$ cat config.mk
export PLATFORM = sky130hd
export DESIGN_NAME = haptic_irq_event_status
export DESIGN_NICKNAME = d
export VERILOG_FILES = /design/src/rtl/hie_pkg.sv /design/src/rtl/hie_sticky_bit.sv /design/src/rtl/haptic_irq_event_status.sv
export VERILOG_INCLUDE_DIRS = /design/src /design/src/rtl
export SDC_FILE = /design/constraint.sdc
export NUM_CORES = 1
export LEC_CHECK = 0
export BUFFER_PORTS_ARGS = -buffer_cell sky130_fd_sc_hd__buf_2
export CORE_ASPECT_RATIO = 0.7
export CORE_MARGIN = 1
export CORE_UTILIZATION = 54
export DETAILED_ROUTE_END_ITERATION = 12
export PLACE_DENSITY = 0.81
export SYNTH_ARGS = -nofsm -noshare
export SYNTH_HDL_FRONTEND = slang
export SYNTH_SLANG_ARGS = --single-unit
$ cat constraint.sdc
create_clock -name clk -period 1.4 [get_ports clk]
set_input_delay 0.07 -clock clk [delete_from_list [all_inputs] [get_ports clk]]
set_output_delay 0.07 -clock clk [all_outputs]
set_load 0.005 [all_outputs]
$ cat src/rtl/hie_regs.svh
`ifndef HIE_REGS_SVH
`define HIE_REGS_SVH

// Register offsets
`define HIE_REVISION_ID_OFS       8'h00
`define HIE_MAIN_EVENT_FLAGS_OFS  8'h03
`define HIE_WARNING_DIAG_OFS      8'h04
`define HIE_SEQUENCE_DIAG_OFS     8'h05
`define HIE_LIVE_STATUS_OFS       8'h06
`define HIE_EVENT_MASK_OFS        8'h07

// Revision fields
`define HIE_REV_MINOR_MSB         7
`define HIE_REV_MINOR_LSB         4
`define HIE_REV_MAJOR_MSB         3
`define HIE_REV_MAJOR_LSB         0

// Main event, live status and mask bit positions
`define HIE_BIT_OVERCURRENT       7
`define HIE_BIT_MOTOR_FAULT       6
`define HIE_BIT_WARNING           5
`define HIE_BIT_SEQ_FAULT         4
`define HIE_BIT_CRITICAL_HEAT     3
`define HIE_BIT_PLAYBACK_DONE     2
`define HIE_BIT_UNDERVOLTAGE      1
`define HIE_BIT_CHAINED           0

// Warning diagnostic bit positions
`define HIE_BIT_DRIVE_LIMITED     7
`define HIE_BIT_BOOST_LIMITED     6
`define HIE_BIT_MEM_TYPE          4
`define HIE_BIT_HEAT_WARNING      3

// Sequence diagnostic bit positions
`define HIE_BIT_BAD_SEQ_NUMBER    7
`define HIE_BIT_MEM_FAULT         6
`define HIE_BIT_PWM_FAULT         5

// Implemented-bit masks
`define HIE_WARN_DIAG_USED        8'hD8
`define HIE_SEQ_DIAG_USED         8'hE0

// Reset values
`define HIE_MAIN_EVENT_RST        8'h00
`define HIE_DIAG_RST              8'h00
`define HIE_LIVE_STATUS_RST       8'h00
`define HIE_EVENT_MASK_RST        8'h00
`define HIE_READ_DATA_RST         8'h00

`endif

$ cat src/rtl/hie_pkg.sv
`default_nettype none

package hie_pkg;

    // Condition lines from the detectors, one per main event source except the warning and sequence fault summaries
    typedef struct packed {
        logic overcurrent;
        logic motor_fault;
        logic critical_heat;
        logic playback_done;
        logic undervoltage;
        logic chained_playback;
    } hie_event_t;

    // Warning detector lines
    typedef struct packed {
        logic drive_limited_warning;
        logic boost_limited_warning;
        logic mem_type_mismatch;
        logic heat_warning;
    } hie_warning_t;

    // Sequence fault detector lines
    typedef struct packed {
        logic bad_sequence_number_fault;
        logic mem_corrupt_fault;
        logic pwm_timeout_fault;
    } hie_seq_fault_t;

    // Register access from the serial control port
    typedef struct packed {
        logic       wr;
        logic       rd;
        logic [7:0] addr;
        logic [7:0] wdata;
    } hie_reg_req_t;

    typedef enum logic [1:0] {
        HIE_FLAG_IDLE    = 2'b00,
        HIE_FLAG_PENDING = 2'b01
    } hie_flag_state_t;

endpackage

`default_nettype wire

$ cat src/rtl/hie_sticky_bit.sv
`timescale 1ns/1ps
`default_nettype none

`include "hie_regs.svh"

module hie_sticky_bit
(
    input  wire logic clk,
    input  wire logic reset_n,
    input  wire logic clk_en,
    input  wire logic set_in,
    input  wire logic clear_in,
    output var  logic flag
);

    // Set wins over clear in the same cycle
    always_ff @(posedge clk or negedge reset_n)
    begin
        if (!reset_n)
            flag <= 1'b0;
        else if (clk_en)
        begin
            if (set_in)
                flag <= 1'b1;
            else if (clear_in)
                flag <= 1'b0;
        end
    end

endmodule

`default_nettype wire

$ cat src/rtl/haptic_irq_event_status.sv
`timescale 1ns/1ps
`default_nettype none

`include "hie_regs.svh"

module haptic_irq_event_status
#(
    parameter logic [3:0] REVISION_MINOR = 4'h1, // Arbitrary value
    parameter logic [3:0] REVISION_MAJOR = 4'h1  // Arbitrary value
)
(
    input  wire logic                    clk,
    input  wire logic                    reset_n,
    input  wire logic                    clk_en,
    input  wire hie_pkg::hie_reg_req_t   reg_req,
    output var  logic [7:0]              reg_rdata,
    input  wire hie_pkg::hie_event_t     event_in,
    input  wire hie_pkg::hie_warning_t   warning_in,
    input  wire hie_pkg::hie_seq_fault_t seq_fault_in,
    input  wire logic                    mem_data_signed,
    input  wire logic                    acceleration_en,
    output var  logic                    irq_out,
    output var  logic                    supply_lockout
);

    // ------------------------------------------------------------
    // Write decode
    // ------------------------------------------------------------
    logic [7:0] event_flags;
    logic [7:0] warn_diag;
    logic [7:0] seq_diag;
    logic [7:0] event_mask;
    logic [7:0] live_status;
    logic [7:0] event_set;
    logic [7:0] event_clear;
    logic       warn_clear;
    logic       seq_clear;
    logic [7:0] warn_set;
    logic [7:0] seq_set;
    logic       mem_type_mismatch;

    function automatic logic hit(input logic [7:0] addr, input logic [7:0] ofs);
        hit = (addr == ofs);
    endfunction

    always_comb
    begin
        event_clear = 8'h00;
        if (reg_req.wr && hit(reg_req.addr, `HIE_MAIN_EVENT_FLAGS_OFS))
            event_clear = reg_req.wdata;
    end

    assign warn_clear = event_clear[`HIE_BIT_WARNING];
    assign seq_clear  = event_clear[`HIE_BIT_SEQ_FAULT];

    // ------------------------------------------------------------
    // Diagnostic sources
    // ------------------------------------------------------------
    assign mem_type_mismatch = (mem_data_signed != acceleration_en)
                               || warning_in.mem_type_mismatch;

    always_comb
    begin
        warn_set = 8'h00;
        warn_set[`HIE_BIT_DRIVE_LIMITED] = warning_in.drive_limited_warning;
        warn_set[`HIE_BIT_BOOST_LIMITED] = warning_in.boost_limited_warning;
        warn_set[`HIE_BIT_MEM_TYPE]      = mem_type_mismatch;
        warn_set[`HIE_BIT_HEAT_WARNING]  = warning_in.heat_warning;
    end

    always_comb
    begin
        seq_set = 8'h00;
        seq_set[`HIE_BIT_BAD_SEQ_NUMBER] = seq_fault_in.bad_sequence_number_fault;
        seq_set[`HIE_BIT_MEM_FAULT]      = seq_fault_in.mem_corrupt_fault;
        seq_set[`HIE_BIT_PWM_FAULT]      = seq_fault_in.pwm_timeout_fault;
    end

    // ------------------------------------------------------------
    // Main event sources
    // ------------------------------------------------------------
    always_comb
    begin
        event_set = 8'h00;
        event_set[`HIE_BIT_OVERCURRENT]   = event_in.overcurrent;
        event_set[`HIE_BIT_MOTOR_FAULT]   = event_in.motor_fault;
        event_set[`HIE_BIT_WARNING]       = |warn_set;
        event_set[`HIE_BIT_SEQ_FAULT]     = |seq_set;
        event_set[`HIE_BIT_CRITICAL_HEAT] = event_in.critical_heat;
        event_set[`HIE_BIT_PLAYBACK_DONE] = event_in.playback_done;
        event_set[`HIE_BIT_UNDERVOLTAGE]  = event_in.undervoltage;
        event_set[`HIE_BIT_CHAINED]       = event_in.chained_playback;
    end

    // ------------------------------------------------------------
    // Sticky flags
    // ------------------------------------------------------------
    genvar gi;
    generate
        for (gi = 0; gi < 8; gi++)
        begin : g_flags
            hie_sticky_bit u_event
            (
                .clk      (clk),
                .reset_n  (reset_n),
                .clk_en   (clk_en),
                .set_in   (event_set[gi]),
                .clear_in (event_clear[gi]),
                .flag     (event_flags[gi])
            );
        end
    endgenerate

    // Diagnostics: set wins, cleared only through their summary bit
    always_ff @(posedge clk or negedge reset_n)
    begin
        if (!reset_n)
            warn_diag <= `HIE_DIAG_RST;
        else if (clk_en)
            warn_diag <= (warn_diag & ~{8{warn_clear}}) | warn_set;
    end

    always_ff @(posedge clk or negedge reset_n)
    begin
        if (!reset_n)
            seq_diag <= `HIE_DIAG_RST;
        else if (clk_en)
            seq_diag <= (seq_diag & ~{8{seq_clear}}) | seq_set;
    end

    // ------------------------------------------------------------
    // Live status and mask
    // ------------------------------------------------------------
    always_ff @(posedge clk or negedge reset_n)
    begin
        if (!reset_n)
            live_status <= `HIE_LIVE_STATUS_RST;
        else if (clk_en)
            live_status <= event_set;
    end

    always_ff @(posedge clk or negedge reset_n)
    begin
        if (!reset_n)
            event_mask <= `HIE_EVENT_MASK_RST;
        else if (clk_en && reg_req.wr && hit(reg_req.addr, `HIE_EVENT_MASK_OFS))
            event_mask <= reg_req.wdata;
    end

    // ------------------------------------------------------------
    // Outputs
    // ------------------------------------------------------------
    // Summary bits stay raised while any diagnostic is held
    logic [7:0] event_view;

    always_comb
    begin
        event_view = event_flags;
        event_view[`HIE_BIT_WARNING]   = event_flags[`HIE_BIT_WARNING] | (|warn_diag);
        event_view[`HIE_BIT_SEQ_FAULT] = event_flags[`HIE_BIT_SEQ_FAULT] | (|seq_diag);
    end

    always_ff @(posedge clk or negedge reset_n)
    begin
        if (!reset_n)
            irq_out <= 1'b0;
        else if (clk_en)
            irq_out <= |(event_view & ~event_mask);
    end

    always_ff @(posedge clk or negedge reset_n)
    begin
        if (!reset_n)
            supply_lockout <= 1'b0;
        else if (clk_en)
            supply_lockout <= event_view[`HIE_BIT_UNDERVOLTAGE];
    end

    always_ff @(posedge clk or negedge reset_n)
    begin
        if (!reset_n)
            reg_rdata <= `HIE_READ_DATA_RST;
        else if (clk_en && reg_req.rd)
        begin
            unique case (reg_req.addr)
                `HIE_REVISION_ID_OFS:      reg_rdata <= {REVISION_MINOR, REVISION_MAJOR};
                `HIE_MAIN_EVENT_FLAGS_OFS: reg_rdata <= event_view;
                `HIE_WARNING_DIAG_OFS:     reg_rdata <= warn_diag & `HIE_WARN_DIAG_USED;
                `HIE_SEQUENCE_DIAG_OFS:    reg_rdata <= seq_diag & `HIE_SEQ_DIAG_USED;
                `HIE_LIVE_STATUS_OFS:      reg_rdata <= live_status;
                `HIE_EVENT_MASK_OFS:       reg_rdata <= event_mask;
                default:                   reg_rdata <= 8'h00;
            endcase
        end
    end

endmodule

`default_nettype wire

==> results of run 1 <==
==> cell usage after synthesis (2+ instances only) <==
| library cell | count |
|---|---|
| a32oi_1 | 3 |
| a22oi_1 | 3 |
| nor2_1 | 5 |
| and2_1 | 9 |
| nand3_1 | 2 |
| nand2_1 | 21 |
| o2111ai_1 | 2 |
| a31oi_1 | 2 |
| a21o_1 | 2 |
| nor3_1 | 6 |
| o21ai_0 | 14 |
| dfrtp_1 | 50 |
| a21oi_1 | 6 |
| clkbuf_1 | 2 |
| mux2_2 | 16 |
| buf_1 | 5 |
| nand2_4 | 2 |
| mux2i_1 | 4 |
| a22o_1 | 14 |
| nor2b_1 | 2 |
| nor4_1 | 2 |
| inv_1 | 7 |
==> cell type report <==
class | count | share of cell area
multi-input cells | 131 | 0.3490
clock buffers | 5 | 0.02379
flip-flops and latches | 50 | 0.4325
inverters | 7 | 0.009083
well taps | 52 | 0.02249
repair buffers | 68 | 0.1497
clock inverters | 2 | 0.01341
==> sequential cells by signal, summed over array words and instances (netlist names) <==
signal	count
g_flags.u_event.flag	8
supply_lockout	1
live_status	8
event_mask	8
warn_diag	8
reg_rdata	8
irq_out	1
seq_diag	8
==> power by group through the flow <==
stage | registers (mW) | clock network [mW] | logic [mW]
finish | 1.49 | 0.990 | 0.280
floorplan | 1.52 | 0 | 0.128
CTS | 1.49 | 1.01 | 0.274
detailed placement | 1.52 | 0 | 0.266
global route | 1.50 | 1.08 | 0.306
global placement | 1.52 | 0 | 0.261
==> worst max path at each step <==
stage	slack, ns	endpoint	cells past startpoint	from
after floorplan	-0.19	event_mask[4]$_DFFE_PN0P_	4	reg_req[13]
after global placement	-0.22	event_mask[5]$_DFFE_PN0P_	5	reg_req[13]
after detailed placement	-0.28	reg_rdata[6]$_DFFE_PN0P_	7	reg_req[13]
after CTS	-0.09	irq_out$_DFFE_PN0P_	4	event_mask[3]$_DFFE_PN0P_
after global routing	-0.19	irq_out$_DFFE_PN0P_	4	event_mask[3]$_DFFE_PN0P_
final	-0.13	irq_out$_DFFE_PN0P_	4	event_mask[3]$_DFFE_PN0P_
==> repair_timing <==
item / CTS / global route
setup buffers: 0 / 1
endpoints found under the setup margin: 2 / 4
gates resized for setup: 1 / 10
hold buffers: 3 / 1
pin swaps: 3 / 3
hold endpoints to repair: 19 / 1
==> logic make-up after synthesis <==
family / share of synthesized area
compound gates: 0.1646
mux: 0.1071
flops: 0.5522
simple gates: 0.1397
buf+inv: 0.02872
xor+xnor: 0.007732
==> metrics by stage <==
stage | TNS, ns | util
global placement | -6.803 | 0.6766
CTS | -0.09198 | 0.7129
floorplan | -4.242 | -
finish | -0.1291 | 0.7286
global route | -0.2070 | 0.7286
detailed placement | -8.212 | 0.6766
==> routing by layer <==
metal,GRT usage,vias to the layer above,routed length [µm]
met3,0.05738,9,225
met5,0,-,0
li1,-,851,-
met2,0.3785,52,2357
met1,0.4169,899,2646
met4,0.08571,0,79
==> critical path: stages (launching register included) <==
cell and delay, ns:
dfrtp_1 0.36, inv_2 0.04, a222oi_1 0.46, o2111ai_1 0.24
o32a_1 0.33
==> metrics.yaml, run 1 <==
setup_viol: 1
drcViolationCount: 0
ff2ff_setup_slack_ns: -0.13
detail_route.wl_per_cell_um: 16.85
syn_to_final_growth_pct: 27.66
post-place-ws_ns: -0.2831
multiInputGateArea_um2: 1010
p_int_mw: 2.129
ant_nets: 0
rsz0062_at_grt: "yes"
combPwrFrac: 0.101
fmax_mhz: 654.0
drv_slew: 0
wl_um: 5309
syn_area_per_cell_um2: 11.50
critPathKind: "flip-flop to flip-flop"
fin_skew_ns: 0.007532
drtIter0Drc: 213
hold_path_startpoint: "reg_req[3]"
gp_congestion: 0.7970
place_area_um2: 2686
h-tree-depth: 2
dpl.hpwl_um: 3821
antenna_found_initial: 0
critical_path.reg2reg.startpoint: "event_mask[3]$_DFFE_PN0P_"
grt.total_usage: 0.2701
insertion_delay_ns: 0.30
num_vias: 1811
finalPower_mw: 2.764
ir_drop_mv: 0.7995
final_common_cell: "dfrtp_1"
clockPowerShare: 0.358
synth_seq_area_share: 0.5522
placed_cells: 303
r2r-end: "irq_out$_DFFE_PN0P_"
ys.flop_type: "dfrtp_1"
die_x_um: 79.43
drive_gt1_frac: 0.3802
status: "complete, but fails checks"
synthTopCellsByArea: "dfrtp_1, mux2_2, a22o_1"
violations: "hold timing, setup timing"
cts_buffers: 5
grt_max_degree: 34
start_util: 0.5708
worstPathArrival_ns: 1.72
fin_area_um2: 2893
required_ns: 1.60
slew_headroom: 0.7043
synth_edf_count: 0
holdWs_ns: -0.0006791
ios: 46
synth_top_area_share: 0.5522
p_leak_nw: 1.328
drtPass1Iterations: 4
layout_min_cycle_time_ns: 1.529
fp.dieH_um: 56.20
finalCritPeriodShare: 1.092
fp-row-count: 19
syn_inst: 197
nets: 299
fill_cells: 283
max_slew.worst_pin.slew_ns: 0.4435
async_flop_share: 1.000
overflow: 0
p_sw_uw: 634.9
via_per_inst: 5.749
worstHoldEndpoint: "event_mask[3]$_DFFE_PN0P_"
grt_pass1_wl_um: 8894
seqPwrFrac: 0.540
seq_area_um2: 1251
ctsLongestPathBuffers: 2
synth-warning-count: 0
hold_path_class: "input pin to flip-flop"
cts_root_buf: "clkbuf_8"
switching_share: 0.2297
clk_pin_slew_ns: 0.09
yosysUniqueCellTypes: 40
reg2regPathDepth: 4
power_density_nw_per_um2: 955.3
die_area_um2: 4463
stdcell_count: 315
core_area_um2: 3970
synthesis.nets: 233
io_buffers: 45
maxCapViolCount: 0
start_kind: "flip-flop"
crit_fanout: 2
crit_path_end_kind: "flip-flop"
grt_pass1_vias: 1796
n_antenna_cell: 0
synth_area_um2: 2266
hold_viol_final: 1
final_cell_mix: "dfrtp_1, buf_2, nand2_1, buf_4, mux2_2"
synth-seq-cells: 50
synth.largest_area_cell: "dfrtp_1"
min_delay_path_depth: 3
layout_setup_ws_ns: -0.1291
cts_tree: "done"
clkSinkCount: 50
Note: power is estimated with default switching activity, not from simulation.
==> run 2: changes to the inputs <==
--- a/config.mk
+++ b/config.mk
@@ -6,12 +6,12 @@
 export SDC_FILE = /design/constraint.sdc
 export NUM_CORES = 1
 export LEC_CHECK = 0
-export BUFFER_PORTS_ARGS = -buffer_cell sky130_fd_sc_hd__buf_2
 export CORE_ASPECT_RATIO = 0.7
 export CORE_MARGIN = 1
-export CORE_UTILIZATION = 54
+export CORE_UTILIZATION = 56
 export DETAILED_ROUTE_END_ITERATION = 12
-export PLACE_DENSITY = 0.81
+export DONT_BUFFER_PORTS = 1
+export PLACE_DENSITY = 0.73
 export SYNTH_ARGS = -nofsm -noshare
 export SYNTH_HDL_FRONTEND = slang
 export SYNTH_SLANG_ARGS = --single-unit
==> metrics.yaml, run 2 (synthesis results as in run 1) <==
rsz0062_at_grt: "yes"
via_per_inst: 6.226  # +8.3%
stdcell_count: 287  # -8.9%
placed_cells: 248  # -18%
final_core_util: 0.7737  # +0.04507
max_slew.worst_pin.slew_ns: 0.6978  # +0.2543 ns
critPathKind: "flip-flop to flip-flop"
overflow: 0  # unchanged
drive_gt1_frac: 0.1941  # -0.1861
multiInputGateArea_um2: 989.7  # -2.0%
grt_pass1_wl_um: 9177  # +3.2%
fin_skew_ns: 0.006261  # -0.001271 ns
dpl.hpwl_um: 3519  # -7.9%
h-tree-depth: 2  # unchanged
finalCritPeriodShare: 1.017  # -0.07553
post-place-ws_ns: -0.1496  # +0.1335 ns
slew_headroom: 0.5348  # -0.1695
fp-row-count: 18  # -1
ctsLongestPathBuffers: 2  # unchanged
setup_viol: 1  # unchanged
violations: "setup timing"
detail_route.wl_per_cell_um: 20.03  # +19%
final_common_cell: "dfrtp_1"
cts_tree: "done"
grt.total_usage: 0.2875  # +0.01746
cts_root_buf: "clkbuf_8"
grt_max_degree: 51  # +50%
antenna_found_initial: 0  # unchanged
hold_path_startpoint: "reg_req[10]"
status: "complete, but fails checks"
required_ns: 1.59  # about the same
power_density_nw_per_um2: 958.4  # +0.32%
n_antenna_cell: 0  # unchanged
crit_fanout: 2  # unchanged
crit_path_end_kind: "flip-flop"
combPwrFrac: 0.098  # -0.003
ant_nets: 0  # unchanged
die_x_um: 78.03  # -1.8%
gp_congestion: 0.8341  # +4.7%
fin_area_um2: 2858  # -1.2%
ios: 46  # unchanged
clkSinkCount: 50  # unchanged
die_area_um2: 4309  # -3.5%
worstSetupStartpoint: "warn_diag[3]$_DFFE_PN0P_"
num_vias: 1787  # -1.3%
start_kind: "flip-flop"
p_int_mw: 2.121  # -0.36%
syn_to_final_growth_pct: 26.12
fin_setup_tns_ns: -0.02332  # +0.1057 ns
layout_min_cycle_time_ns: 1.423  # -0.1057 ns
maxCapViolCount: 0  # unchanged
layout_setup_ws_ns: -0.02332  # +0.1057 ns
io_buffers: 0  # -100%
worstPathArrival_ns: 1.61  # -0.11 ns
fmax_mhz: 702.6  # +7.4%
critical_path.reg2reg.startpoint: "warn_diag[3]$_DFFE_PN0P_"
finalPower_mw: 2.739  # -0.89%
insertion_delay_ns: 0.30  # about the same
wl_um: 5748  # +8.3%
switching_share: 0.2256  # -0.004091
seqPwrFrac: 0.545  # +0.005
p_leak_nw: 1.234  # -7.0%
fp.dieH_um: 55.22  # -1.7%
hold_path_class: "input pin to flip-flop"
place_area_um2: 2386  # -11%
nets: 272  # -9.0%
clockPowerShare: 0.357  # about the same
cts_buffers: 5  # unchanged
core_area_um2: 3694  # -7.0%
final_cell_mix: "dfrtp_1, dlygate4sd3_1, nand2_1, mux2_2"
start_util: 0.6135  # +0.04273
ir_drop_mv: 0.7356  # -8.0%
drcViolationCount: 0  # unchanged
hold_viol_final: 0  # -1
p_sw_uw: 618.0  # -2.7%
grt_pass1_vias: 1834  # +2.1%
drtPass1Iterations: 5  # +1
drtIter0Drc: 183  # -14%
fill_cells: 220  # -22%
post_cts_buffers: 0  # unchanged
holdWs_ns: 0.008022  # +0.008701 ns
seq_area_um2: 1251  # unchanged
drv_slew: 0  # unchanged
clk_pin_slew_ns: 0.09  # about the same
-- run 2: cell types whose count changed in the layout (fill, tap and decap cells not counted), moves of 2 or more --
cell	before	now
buf_2	45	0
o21ai_0	12	14
o21ai_1	2	0
dlygate4sd3_1	4	29
clkbuf_8	5	8
buf_4	17	9
-- run 2: path summary, 6_finish.rpt --
path | depth (start not counted) | slack, ns | to
max | 3 | -0.02 | irq_out$_DFFE_PN0P_
min | 2 | 0.008 | reg_rdata[6]$_DFFE_PN0P_
max reg2reg | 3 | -0.02 | irq_out$_DFFE_PN0P_
min reg2reg | 1 | 0.49 | g_flags[5].u_event.flag$_DFFE_PN0P_
max in group asynchronous | 2 | 0.92 | reg_rdata[4]$_DFFE_PN0P_
min in group asynchronous | 2 | 0.27 | seq_diag[1]$_DFFE_PN0P_
-- run 2: critical path, cell delays in order (launching register included) --
cell	delay (ns)
dfrtp_1	0.40
nor4_2	0.38
a31oi_1	0.17
o32a_1	0.35
-- run 2: power by group through the flow --
stage / clock [mW] / sequential [mW] / combinational, mW
floorplan: 0 / 1.52 / 0.128
global placement: 0 / 1.52 / 0.118
finish: 0.978 / 1.49 / 0.267
detailed placement: 0 / 1.52 / 0.121
CTS: 0.973 / 1.49 / 0.256
global route: 1.04 / 1.50 / 0.287
-- run 2: layout make-up --
cell class,count,area share
Clock buffer,8,0.03853
Inverter,7,0.009194
Multi-Input combinational cell,131,0.3463
Sequential cell,50,0.4378
Tap cell,50,0.02189
Timing Repair Buffer,41,0.1462
-- run 2: what timing repair did --
action,4_1_cts,5_1_grt
hold endpoints to repair,86,0
resized for setup,2,5
pin swaps,3,2
hold buffers,31,0
setup endpoints to repair,2,5
-- run 2: metal layers --
metal	share of wire	global-route usage	vias to the layer above
met3	0.095	0.08926	15
met5	0	0	-
met2	0.46	0.4488	100
met1	0.42	0.3894	872
met4	0.016	0.08466	0
li1	-	-	800
